--- config.mk ---
export PLATFORM = sky130hd
export DESIGN_NAME = lpc_host
export DESIGN_NICKNAME = d
export VERILOG_FILES = /design/src/rtl/lpc_pkg.sv /design/src/rtl/lpc_ck_if.sv /design/src/rtl/lpc_ckgen.sv /design/src/rtl/lpc_host.sv
export SDC_FILE = /design/constraint.sdc
export NUM_CORES = 1
export LEC_CHECK = 0
export BUFFER_PORTS_ARGS = -buffer_cell sky130_fd_sc_hd__buf_2
export CORE_MARGIN = 2
export CORE_UTILIZATION = 56
export DETAILED_ROUTE_END_ITERATION = 16
export PLACE_DENSITY = 0.83
export RECOVER_POWER = 25
export SLEW_MARGIN = 40
export SYNTH_ARGS = -nofsm -noshare
export SYNTH_HDL_FRONTEND = slang
export SYNTH_HIERARCHICAL = 1
export SYNTH_SLANG_ARGS = --single-unit
--- constraint.sdc ---
create_clock -name i_ref_clk -period 3.3 [get_ports i_ref_clk]
set_input_delay 0.66 -clock i_ref_clk [delete_from_list [all_inputs] [get_ports i_ref_clk]]
set_output_delay 0.66 -clock i_ref_clk [all_outputs]
set_load 0.02 [all_outputs]
--- src/rtl/lpc_pkg.sv ---
package lpc_pkg;

    // Reference clock and derived link clock.
    localparam int REF_PERIOD_NS = 100;
    localparam int CK_PERIOD_NS  = 800;
    localparam int CK_HALF_CYC   = CK_PERIOD_NS / (2 * REF_PERIOD_NS);
    localparam int CKDIV_W       = 4;

    // Timing figures in nanoseconds; the power-down limit is a count of refresh intervals.
    localparam int T_CKE_NS        = 5;
    localparam int T_XP_NS         = 6;
    localparam int T_CPDED_NS      = 20;
    localparam int T_MPX_LH_MIN_NS = 12;
    localparam int T_MPX_LH_GAP_NS = 10;
    localparam int T_XS_NS         = 1000;
    localparam int T_REFI_NS       = 7800;
    localparam int PD_REFI_LIMIT   = 9;

    function automatic int cyc_min(input int ns);
        int c;
        c = (ns + REF_PERIOD_NS - 1) / REF_PERIOD_NS;
        return (c < 1) ? 1 : c;
    endfunction

    function automatic int cyc_max(input int ns);
        int c;
        c = ns / REF_PERIOD_NS;
        return (c < 1) ? 1 : c;
    endfunction

    localparam int TMR_W        = 10;
    localparam int CKE_CYC_I    = cyc_min(T_CKE_NS);
    localparam int XP_CYC_I     = cyc_min(T_XP_NS);
    localparam int PDX_CYC_I    = (XP_CYC_I > CKE_CYC_I) ? XP_CYC_I : CKE_CYC_I;
    localparam int LH_MAX_CYC_I = cyc_max(T_XS_NS - T_MPX_LH_GAP_NS);
    localparam int PD_LIM_CYC_I = cyc_max(PD_REFI_LIMIT * T_REFI_NS);
    localparam int CK_CYC_I     = 2 * CK_HALF_CYC;

    localparam logic [TMR_W-1:0] CKE_CYC    = TMR_W'(CKE_CYC_I);
    localparam logic [TMR_W-1:0] PDX_CYC    = TMR_W'(PDX_CYC_I);
    localparam logic [TMR_W-1:0] CPDED_CYC  = TMR_W'(cyc_min(T_CPDED_NS));
    localparam logic [TMR_W-1:0] LH_MIN_CYC = TMR_W'(cyc_min(T_MPX_LH_MIN_NS));
    localparam logic [TMR_W-1:0] XS_CYC     = TMR_W'(cyc_min(T_XS_NS));
    // Leaves room for the exit to begin on a link clock fall before the limit.
    localparam logic [TMR_W-1:0] PD_MAX_CYC = TMR_W'(PD_LIM_CYC_I - 3 * CK_CYC_I);

    // Register byte offsets.
    localparam logic [3:0] ADDR_CMD    = 4'h0;
    localparam logic [3:0] ADDR_MODE   = 4'h4;
    localparam logic [3:0] ADDR_STATUS = 4'h8;

    // Mode register fields.
    localparam int MODE_W       = 8;
    localparam int MB_RATE_LO   = 0;
    localparam int MB_TERM_OFF  = 2;
    localparam int MB_RTT_NOM   = 3;
    localparam int MB_PARITY    = 4;
    localparam int MB_CAL       = 5;
    localparam int MB_SHARED    = 6;
    localparam int MB_RESET_REL = 7;
    localparam logic [MODE_W-1:0] MODE_RST = 8'h00;

    // Status register fields.
    localparam int SB_ERR_REF  = 16;
    localparam int SB_ERR_PDTO = 17;
    localparam int SB_PEND_LO  = 18;
    localparam int SB_CKE      = 24;

    typedef enum logic [1:0] {
        RATE_NORMAL   = 2'h0,
        RATE_REDUCED  = 2'h1,
        RATE_EXTENDED = 2'h2,
        RATE_AUTO     = 2'h3
    } lpc_rate_t;

    typedef enum logic [2:0] {
        CMD_NONE     = 3'h0,
        CMD_PD_ENTER = 3'h1,
        CMD_PD_EXIT  = 3'h2,
        CMD_SR_ENTER = 3'h3,
        CMD_SR_NOPX  = 3'h4
    } lpc_cmd_t;

    localparam int ST_W = 9;
    typedef enum logic [ST_W-1:0] {
        ST_IDLE = 9'h001,
        ST_PDE  = 9'h002,
        ST_PD   = 9'h004,
        ST_PDX  = 9'h008,
        ST_SRE  = 9'h010,
        ST_SR   = 9'h020,
        ST_SRXS = 9'h040,
        ST_SRXL = 9'h080,
        ST_SRXW = 9'h100
    } lpc_state_t;

endpackage

--- src/rtl/lpc_ck_if.sv ---
`timescale 1ns/1ps
interface lpc_ck_if;
    logic ck;
    logic fall;
    modport src (output ck, output fall);
    modport snk (input ck, input fall);
endinterface

--- src/rtl/lpc_ckgen.sv ---
`timescale 1ns/1ps
module lpc_ckgen
    import lpc_pkg::*;
#(
    parameter int HALF = CK_HALF_CYC
)(
    input  wire logic i_ref_clk,
    input  wire logic i_rst_b,
    lpc_ck_if.src     ckif
);

    typedef struct packed {
        logic [CKDIV_W-1:0] cnt;
        logic               ck;
        logic               fall;
    } lpc_ckgen_t;

    lpc_ckgen_t r;
    lpc_ckgen_t n;

    // The fall pulse marks the cycle in which the link clock has just gone low.
    always_comb begin
        n      = r;
        n.fall = 1'b0;
        if (r.cnt == CKDIV_W'(HALF - 1)) begin
            n.cnt  = '0;
            n.ck   = ~r.ck;
            n.fall = r.ck;
        end else begin
            n.cnt = r.cnt + 1'b1;
        end
    end

    always_ff @(posedge i_ref_clk) begin
        if (!i_rst_b) begin
            r <= '0;
        end else begin
            r <= n;
        end
    end

    assign ckif.ck   = r.ck;
    assign ckif.fall = r.fall;

endmodule

--- src/rtl/lpc_host.sv ---
`timescale 1ns/1ps
module lpc_host
    import lpc_pkg::*;
#(
    parameter int CK_HALF = CK_HALF_CYC
)(
    input  wire logic        i_ref_clk,
    input  wire logic        i_rst_b,
    input  wire logic [3:0]  i_avs_address,
    input  wire logic        i_avs_read,
    input  wire logic        i_avs_write,
    input  wire logic [31:0] i_avs_writedata,
    output logic [31:0]      o_avs_readdata,
    output logic             o_avs_waitrequest,
    input  wire logic        i_dev_busy,
    output logic             o_ck,
    output logic             o_cke,
    output logic             o_cs_n,
    output logic             o_act_n,
    output logic             o_ras_n,
    output logic             o_cas_n,
    output logic             o_we_n,
    output logic             o_reset_n,
    output logic             o_term,
    output logic             o_term_oe_n,
    output logic             o_rate_a6,
    output logic             o_rate_a7,
    output logic             o_auto_rate
);

    typedef struct packed {
        lpc_state_t         st;
        logic [TMR_W-1:0]   tmr;
        logic [TMR_W-1:0]   pdtmr;
        logic               cke;
        logic               cs_n;
        logic               act_n;
        logic               ras_n;
        logic               cas_n;
        logic               we_n;
        logic               term_oe_n;
        logic [MODE_W-1:0]  mode;
        logic [1:0]         lat_pc;
        lpc_cmd_t           pend;
        logic               err_ref;
        logic               err_pdto;
        logic               ack;
        logic [31:0]        rdata;
    } lpc_main_t;

    localparam lpc_main_t LPC_RST = '{
        st:     ST_IDLE,
        cke:    1'b1,
        cs_n:   1'b1,
        act_n:  1'b1,
        ras_n:  1'b1,
        cas_n:  1'b1,
        we_n:   1'b1,
        mode:   MODE_RST,
        pend:   CMD_NONE,
        default: '0
    };

    lpc_ck_if ckif ();

    lpc_ckgen #(
        .HALF (CK_HALF)
    ) u_ckgen (
        .i_ref_clk (i_ref_clk),
        .i_rst_b   (i_rst_b),
        .ckif      (ckif)
    );

    lpc_main_t   r;
    lpc_main_t   n;
    logic        req;
    logic        wr_do;
    logic        ref_set;
    logic        pdto_set;
    logic        in_sr;
    logic        in_pd;
    logic        cmd_ok;
    lpc_cmd_t    wcmd;
    logic [31:0] rd;

    assign req   = i_avs_read | i_avs_write;
    assign wr_do = i_avs_write & r.ack;
    assign in_sr = (r.st == ST_SRE) | (r.st == ST_SR) | (r.st == ST_SRXS);
    assign in_pd = (r.st == ST_PDE) | (r.st == ST_PD);
    assign wcmd  = lpc_cmd_t'(i_avs_writedata[2:0]);

    // Commands are only taken in a state that can act on them.
    always_comb begin
        cmd_ok = 1'b0;
        case (wcmd)
            CMD_PD_ENTER, CMD_SR_ENTER: begin
                cmd_ok = (r.st == ST_IDLE) & (r.pend == CMD_NONE);
            end
            CMD_PD_EXIT: begin
                cmd_ok = in_pd & (r.pend == CMD_NONE);
            end
            CMD_SR_NOPX: begin
                cmd_ok = (r.st == ST_SR) & (r.pend == CMD_NONE)
                       & (r.lat_pc == 2'h0) & r.mode[MB_SHARED];
            end
            default: begin
                cmd_ok = 1'b0;
            end
        endcase
    end

    always_comb begin
        rd = '0;
        case (i_avs_address)
            ADDR_CMD: begin
                rd[2:0] = r.pend;
            end
            ADDR_MODE: begin
                rd[MODE_W-1:0] = r.mode;
            end
            ADDR_STATUS: begin
                rd[ST_W-1:0]              = r.st;
                rd[SB_ERR_REF]            = r.err_ref;
                rd[SB_ERR_PDTO]           = r.err_pdto;
                rd[SB_PEND_LO +: 3]       = r.pend;
                rd[SB_CKE]                = r.cke;
            end
            default: begin
                rd = '0;
            end
        endcase
    end

    always_comb begin
        n        = r;
        ref_set  = 1'b0;
        pdto_set = 1'b0;
        n.ack    = req & ~r.ack;
        if (req & ~r.ack) begin
            n.rdata = rd;
        end
        if (r.tmr != '0) begin
            n.tmr = r.tmr - 1'b1;
        end
        if ((r.st == ST_PD) && (r.pdtmr != '0)) begin
            n.pdtmr = r.pdtmr - 1'b1;
        end

        if (wr_do) begin
            case (i_avs_address)
                ADDR_CMD: begin
                    if (cmd_ok) begin
                        n.pend = wcmd;
                    end else begin
                        ref_set = 1'b1;
                    end
                end
                ADDR_MODE: begin
                    n.mode = i_avs_writedata[MODE_W-1:0];
                    // The rate chosen at refresh entry may not move until exit.
                    if (in_sr && (i_avs_writedata[1:0] != r.mode[1:0])) begin
                        n.mode[1:0] = r.mode[1:0];
                        ref_set     = 1'b1;
                    end
                end
                ADDR_STATUS: begin
                    if (i_avs_writedata[SB_ERR_REF]) begin
                        n.err_ref = 1'b0;
                    end
                    if (i_avs_writedata[SB_ERR_PDTO]) begin
                        n.err_pdto = 1'b0;
                    end
                end
                default: begin
                end
            endcase
        end

        // Pins other than the reset and rate pins move only on the falling link clock so the memory sees them settled.
        if (ckif.fall) begin
            case (r.st)
                ST_IDLE: begin
                    if ((r.pend == CMD_PD_ENTER) && !i_dev_busy) begin
                        n.cke  = 1'b0;
                        n.cs_n = 1'b1;
                        n.tmr  = CPDED_CYC;
                        n.pend = CMD_NONE;
                        n.st   = ST_PDE;
                    end else if ((r.pend == CMD_SR_ENTER) && !i_dev_busy) begin
                        n.cke    = 1'b0;
                        n.cs_n   = 1'b0;
                        n.ras_n  = 1'b0;
                        n.cas_n  = 1'b0;
                        n.lat_pc = {r.mode[MB_PARITY], r.mode[MB_CAL]};
                        n.pend   = CMD_NONE;
                        n.st     = ST_SRE;
                    end
                end
                ST_PDE: begin
                    if (r.tmr == '0) begin
                        n.term_oe_n = r.mode[MB_TERM_OFF];
                        n.tmr      = CKE_CYC;
                        n.pdtmr    = PD_MAX_CYC;
                        n.st       = ST_PD;
                    end
                end
                ST_PD: begin
                    if ((r.tmr == '0) && ((r.pend == CMD_PD_EXIT) || (r.pdtmr == '0))) begin
                        pdto_set   = (r.pend != CMD_PD_EXIT);
                        n.cke      = 1'b1;
                        n.term_oe_n = 1'b0;
                        n.tmr      = PDX_CYC;
                        n.st       = ST_PDX;
                    end
                end
                ST_PDX: begin
                    if (r.tmr == '0) begin
                        n.pend = CMD_NONE;
                        n.st   = ST_IDLE;
                    end
                end
                ST_SRE: begin
                    n.cs_n  = 1'b1;
                    n.ras_n = 1'b1;
                    n.cas_n = 1'b1;
                    n.tmr   = CKE_CYC;
                    n.st    = ST_SR;
                end
                ST_SR: begin
                    if ((r.tmr == '0) && (r.pend == CMD_SR_NOPX)) begin
                        n.cs_n = 1'b0;
                        n.pend = CMD_NONE;
                        n.st   = ST_SRXS;
                    end
                end
                ST_SRXS: begin
                    n.cke = 1'b1;
                    n.tmr = LH_MIN_CYC;
                    n.st  = ST_SRXL;
                end
                ST_SRXL: begin
                    // One link period keeps the hold inside its upper bound.
                    if (r.tmr == '0) begin
                        n.cs_n = 1'b1;
                        n.tmr  = XS_CYC;
                        n.st   = ST_SRXW;
                    end
                end
                ST_SRXW: begin
                    if (r.tmr == '0) begin
                        n.st = ST_IDLE;
                    end
                end
                default: begin
                    n = LPC_RST;
                end
            endcase
        end

        // A new event wins over a clear in the same cycle.
        n.err_ref  = n.err_ref | ref_set;
        n.err_pdto = n.err_pdto | pdto_set;
    end

    always_ff @(posedge i_ref_clk) begin
        if (!i_rst_b) begin
            r <= LPC_RST;
        end else begin
            r <= n;
        end
    end

    assign o_avs_waitrequest = req & ~r.ack;
    assign o_avs_readdata    = r.rdata;
    assign o_ck              = ckif.ck;
    assign o_cke             = r.cke;
    assign o_cs_n            = r.cs_n;
    assign o_act_n           = r.act_n;
    assign o_ras_n           = r.ras_n;
    assign o_cas_n           = r.cas_n;
    assign o_we_n            = r.we_n;
    assign o_term            = 1'b0;
    assign o_term_oe_n       = r.term_oe_n;
    assign o_reset_n         = r.mode[MB_RESET_REL] | in_pd | (r.st == ST_PDX);
    assign o_rate_a6         = r.mode[MB_RATE_LO];
    assign o_rate_a7         = r.mode[MB_RATE_LO + 1];
    assign o_auto_rate       = (lpc_rate_t'(r.mode[1:0]) == RATE_AUTO);

    // Checks.
    localparam int LH_LO  = 1;
    localparam int LH_HI  = LH_MAX_CYC_I;
    localparam int PD_LIM = PD_LIM_CYC_I;

    logic [TMR_W-1:0] pd_len;
    always_ff @(posedge i_ref_clk) begin
        if (!i_rst_b || !(in_pd || r.st == ST_PDX) || r.cke) begin
            pd_len <= '0;
        end else begin
            pd_len <= pd_len + 1'b1;
        end
    end
endmodule

==> out/metrics.cfg, run 1 <==
[worst_hold_path]
holdCritPathClass = reg2reg
whs_path_depth = 1

[yosys]
ys_types = 80
synth_top_family_by_area = simple AND/OR/NAND/NOR gates
syn-cell-area_sq_um = 4760
synth_fa_ha_area_share_pct = 1.31
syn_inst = 562
synth-seq-area-share_pct = 36.6
ys_ff_latch = 87
syn_area_per_cell_sq_um = 8.47
synth-compound-area-share_pct = 17.8
synth-main-ff-cell = dfxtp_1
synthMuxAreaShare_pct = 2.37
synth_edf_count = 0
ys_warn_count = 6
synth_xor_area_share_pct = 3.68
synthSimpleGateAreaFrac_pct = 27.9
synth-async-reset-ratio_pct = 0

[place]
hpwl_um = 8740
portBuffers = 61
pre_cts_ws_ns = 0.549
dpl-instance-area_sq_um = 4900
gp_congestion = 0.961

[floorplanning]
dieArea_sq_um = 9250
die_w_um = 96.2
io_pins = 87
rows = 33
coreArea_sq_um = 8220
start_util_pct = 57.9
die_y_um = 96.2

[global_route]
overflow = 0
grt_antenna_before_repair = 1
grt_pass1_wl_um = 19300
first_global_vias = 4031
grt_max_degree = 35
met3_usage_pct = 6.73
grt_use_met1_pct = 35.1
grt_use_total_pct = 27.0
globalRouteMet2Util_pct = 41.0
busiest_layer = met2

[worst_setup_path]
cp-end-kind = register
crit_type = reg2reg
arrival_ns = 3.11
worstPathRequired_ns = 3.61
r2r_cells = 8
path_max_fanout = 12
startpoint_type = register

[timing]
max_slew_margin_pct = 12.2
holdWs_ns = 0.467
fin_ws_ns = 0.503
finalCriticalPeriod_ns = 2.80
tightest_slew_ns = 1.32
fin_crit_sh_pct = 84.7
fin_skew_ns = 0.0145
fmax_mhz = 358
hold_violations = 0
setup_violations = 0
setup_tns_ns = 0
rsz0062_at_grt = false
slew_violations = 0

[clock_tree]
cts_made_buffers = 9
cts_sinks = 87
cts_hold_buf = 0
cts_resized = 0
post-cts-setup-buffers = 0
clock-root-buffer = clkbuf_8
cts_tree = done
htreeDepth = 3
ctsLongestPathBuffers = 2
clk_latency_ns = 0.37
path_clk_slew_ns = 0.10

[routing]
wl_um = 12000
detail_route.iter0.violations = 396
first_pass_iters = 5
drc = 0
postRouteAntennaNets = 0
dr_total_vias = 4388
routedWlPerCell_um = 17.5
viasPerCell = 6.39

[pwr]
power_density_nw_per_um2 = 480
p_leak_nw = 1.97
ir_drop_mv = 0.238
power_mw = 2.43

[flow_run]
drv_cap = 0

[final_layout]
largest_reg_flops = 43
top_register = r
nets = 623
antenna_cells = 0
final_layout_size_suffix_gt1_share_pct = 16.0
stdcell_area_sq_um = 5060
area_growth_pct = 6.28

[status]
outcome = completed

-- cell type report --
class | count | area (sq um)
Tap cell | 105 | 131
Sequential cell | 87 | 1740
Multi-Input combinational cell | 388 | 2540
Clock inverter | 7 | 72.6
Fill cell | 712 | 3160
Clock buffer | 9 | 124
Timing Repair Buffer | 77 | 392
Inverter | 14 | 52.6
-- cell usage after synthesis (3+ instances only) --
master / instances / share of area, %
a21boi_0: 3 / 0.47
a21oi_1: 24 / 2.5
a221oi_1: 10 / 1.8
a22oi_1: 7 / 1.1
a31oi_1: 6 / 0.79
and2_1: 5 / 0.66
and3_1: 22 / 2.9
buf_2: 6 / 0.63
buf_4: 37 / 5.8
clkbuf_1: 28 / 2.2
dfxtp_1: 87 / 37
ha_1: 5 / 1.3
inv_1: 12 / 0.95
mux2i_1: 9 / 1.9
nand2_1: 33 / 2.6
nand2b_1: 8 / 1.1
nand3_1: 18 / 1.9
nand3b_1: 3 / 0.47
nand4_1: 15 / 2.0
nand4b_1: 3 / 0.55
nor2_1: 51 / 4.0
nor3_1: 28 / 2.9
nor3b_1: 6 / 0.95
nor4_1: 5 / 0.66
o2111ai_1: 3 / 0.55
o211ai_1: 5 / 0.79
o21ai_0: 13 / 1.4
o22ai_1: 8 / 1.1
o311ai_0: 5 / 0.92
o31ai_1: 10 / 1.6
or3_1: 4 / 0.53
or4_1: 5 / 0.79
xnor2_1: 6 / 1.1
xor2_1: 14 / 2.6
-- kinds of logic after synthesis --
group                    Yosys count
flip-flops                        87
AO/OA/AOI/OAI                    115
buffers and inverters             88
AND/OR/NAND/NOR                  234
XOR/XNOR                          20
multiplexers                      11
adder cells (fa/ha/maj)            5
other                              2
-- critical path, cell delays in order (launching register included) --
cell and delay [ns]:
dfxtp_1 0.36, inv_1 0.09, ha_1 0.20, or4b_1 0.62, nor3_4 0.24, buf_4 0.22
o221ai_2 0.26, or4_1 0.59, a21oi_1 0.15
-- per-layer routing --
layer  vias up  wire length [um]
li1       2065                 -
met1      2069              5210
met2       212              5370
met3        42              1020
met4         0               420
met5         -                 0
-- final timing paths --
check	end	from	slack, ns
worst max-delay path	r[80]	r[65]	0.50
worst min-delay path	u_ckgen/r[2]	u_ckgen/r[2]	0.47
worst max register to register	r[80]	r[65]	0.50
worst min register to register	u_ckgen/r[2]	u_ckgen/r[2]	0.47
-- through the flow --
| stage | utilization, % | cells |
|---|---|---|
| after floorplan | - | 563 |
| after global placement | 59.6 | 671 |
| after detailed placement | 59.6 | 671 |
| after CTS | 62.0 | 687 |
| after global routing | 61.6 | 687 |
| final | 61.6 | 687 |
-- report_power, final --
part	switching [mW]	internal, mW
Clock	0.436	0.297
Combinational	0.322	0.213
Sequential	0.0528	1.11
Total	0.811	1.61
-- cell usage in the layout (no fill, tap or decap), drive strengths merged, types with 4 or more instances in the layout --
master   n
buf     50
nand4   15
nor3b    6
or4b     4
o31ai   11
o211ai   5
nand2   33
ha       5
and2     5
mux2i    9
or4      8
nor3    30
or3      6
xor2    14
nor2    51
inv     17
o22ai    8
nor4     7
a221oi  10
xnor2    6
dfxtp   87
a22oi    7
clkbuf  36
a21oi   24
o311ai   6
nand2b   8
a31oi    6
o21ai   13
and3    22
nand3   19
No activity file was read; power rests on OpenSTA's default activity.
==> run 2: changes to the inputs <==
clock period = 2.7 ns   (was 3.3 ns; I/O delays follow)
==> run 2 against run 1 <==
Compared with the run above:
- non-clock buffer count up 24
- critical path depth unchanged
- design area up 4.7%
- clock skew down 0.0022 ns
- maximum frequency up 11%
- register-to-register slack worse by 0.32 ns
- combinational power up 44%
- global-route usage up 2.6 points
- setup slack worse by 0.32 ns
- via count up 2.8%
- count of clock-buffer cells in the layout unchanged
- sequential share of layout area down 1.5 points
- critical path type unchanged
- critical endpoint unchanged
- highest routed layer unchanged
==> out/metrics.cfg, run 2 (synthesis gave the netlist of run 1 again) <==
[status]
outcome = completed

[clock_tree]
cts_hold_buf = 0  ; unchanged
clock-root-buffer = clkbuf_8
path_clk_slew_ns = 0.11  ; about the same
cts_tree = done
clk_latency_ns = 0.37  ; about the same
ctsLongestPathBuffers = 2  ; unchanged
cts_sinks = 87  ; unchanged
htreeDepth = 3  ; unchanged
cts_made_buffers = 9  ; unchanged

[global_route]
grt_antenna_before_repair = 0  ; -1
grt_max_degree = 34  ; -2.9%
overflow = 0  ; unchanged
first_global_vias = 4310  ; +6.9%
grt_pass1_wl_um = 21100  ; +9.4%
grt_use_total_pct = 29.6  ; +2.6 points

[timing]
tightest_slew_ns = 1.32  ; +0.00367 ns
finalCriticalPeriod_ns = 2.51  ; -0.285 ns
setup_violations = 0  ; unchanged
fmax_mhz = 398  ; +11%
rsz0062_at_grt = false
fin_crit_sh_pct = 93.0  ; +8.3 points
max_slew_margin_pct = 12.0  ; -0.24 points
hold_violations = 0  ; unchanged
setup_tns_ns = 0  ; unchanged
fin_skew_ns = 0.0123  ; -0.00217 ns
slew_violations = 0  ; unchanged

[floorplanning]
rows = 33  ; unchanged
die_w_um = 96.2  ; unchanged
io_pins = 87  ; unchanged
die_y_um = 96.2  ; unchanged
coreArea_sq_um = 8220  ; unchanged
start_util_pct = 57.9  ; unchanged
dieArea_sq_um = 9250  ; unchanged

[final_layout]
largest_reg_flops = 43  ; unchanged
stdcell_area_sq_um = 5300  ; +4.7%
register_area_sq_um = 1740  ; unchanged
layout.cells.non_filler = 711  ; +3.5%
antenna_cells = 0  ; unchanged
num-fill-cells = 724  ; +1.7%
final_cell_mix = dfxtp_1 (87), nor2_1 (51), buf_4 (38), buf_2 (35), nand2_1 (33)
area_growth_pct = 11.3
multi_input_area_sq_um = 2580  ; +1.3%
final_common_cell = dfxtp_1
top_register = r
final_layout_size_suffix_gt1_share_pct = 19.8  ; +3.8 points
nets = 647  ; +3.9%
fin_util_pct = 64.4  ; +2.9 points

[worst_setup_path]
startpoint_type = register
r2r_cells = 8  ; unchanged
slowest_delay_ns = 0.58  ; -0.04 ns
r2r-start = r[65]
worstPathRequired_ns = 3.00  ; -0.61 ns
crit_family = simple AND/OR/NAND/NOR gates
timing.rr.end = r[80]
arrival_ns = 2.82  ; -0.29 ns
reg2reg_slack_ns = 0.19  ; -0.32 ns
crit_type = reg2reg
crit_chain = inv_1, ha_1, or4b_4, nor3_4, buf_4, o221ai_4, or4_1, a21oi_1
cp_num_buf_inv = 2  ; unchanged
crit_path_top_delay_cell = or4_1
path_max_fanout = 11  ; -1
cp-end-kind = register

[worst_hold_path]
hold_start = i_avs_writedata[3]
whs_path_depth = 3  ; +2
holdPathEnd = r[43]
holdCritPathClass = in2reg

[flow_run]
drv_cap = 0  ; unchanged

[routing]
dr_total_vias = 4513  ; +2.8%
first_pass_iters = 6  ; +1
postRouteAntennaNets = 0  ; unchanged
drc = 0  ; unchanged
detail_route.iter0.violations = 429  ; +8.3%
viasPerCell = 6.35  ; -0.62%
wl_um = 13300  ; +10%
routedWlPerCell_um = 18.7  ; +6.6%

[place]
gp_congestion = 1.00  ; +4.3%
portBuffers = 61  ; unchanged
dp_cells = 695  ; +3.6%
dpl-instance-area_sq_um = 5090  ; +3.9%
hpwl_um = 9460  ; +8.3%

[pwr]
ir_drop_mv = 0.294  ; +23%
power_density_nw_per_um2 = 592  ; +23%
p_leak_nw = 2.11  ; +6.7%
power_mw = 3.14  ; +29%

## run 2: cell count changes in the layout (fill, tap and decap cells not counted), sizes merged
cell      previous run  this run
buf                 50        74
inv                 17        16
clkinvlp             1         0
clkinv               3         5
## run 2: stage by stage
step / setup WS (ns) / hold WS [ns]
detailed placement: 0.0687 / 0.448
global placement: 0.111 / 0.442
global route: 0.0336 / 0.413
finish: 0.188 / 0.400
CTS: 0.0287 / 0.394
floorplan: 0.183 / 0.428
## run 2: final cells by class
class                           count  area share, %
Multi-Input combinational cell    388           48.7
Sequential cell                    87           32.9
Timing Repair Buffer              101           11.0
Tap cell                          105           2.48
Clock buffer                        9           2.34
Clock inverter                      7           1.63
Inverter                           14          0.992
## run 2: worst max path at each step
stage	from	to	slack, ns	cells after the start
2_1_floorplan	r[65]	r[65]	0.18	10
3_3_place_gp	r[65]	r[81]	0.11	9
3_5_place_dp	r[65]	r[81]	0.07	9
4_1_cts	r[65]	r[81]	0.03	9
5_1_grt	r[65]	o_cke	0.03	9
6_report	r[65]	r[80]	0.19	8
## run 2: routing by layer
| layer | vias up | track usage [%] | wire length, um |
|---|---|---|---|
| li1 | 2111 | - | - |
| met1 | 2120 | 37.2 | 5590 |
| met2 | 225 | 46.7 | 6040 |
| met3 | 57 | 7.44 | 1090 |
| met4 | 0 | 14.9 | 546 |
| met5 | - | 0 | 0 |
## run 2: where the power goes
part	switching, mW	internal [mW]	total, mW	leakage, nW
clock network	0.576	0.373	0.949	0.105
registers	0.0661	1.35	1.42	0.705
logic	0.434	0.335	0.769	1.30
total	1.08	2.06	3.14	2.11
## run 2: worst register-to-register path, cell delays in order, from the launching register on
cell,delay (ns)
dfxtp_1,0.33
inv_1,0.08
ha_1,0.16
or4b_4,0.49
nor3_4,0.25
buf_4,0.21
o221ai_4,0.20
or4_1,0.58
a21oi_1,0.16
## run 2: repair_timing
item / CTS / global route
buffers inserted: 0 / 0
setup endpoints to repair: 0 / 14
gates resized for setup: 0 / 5
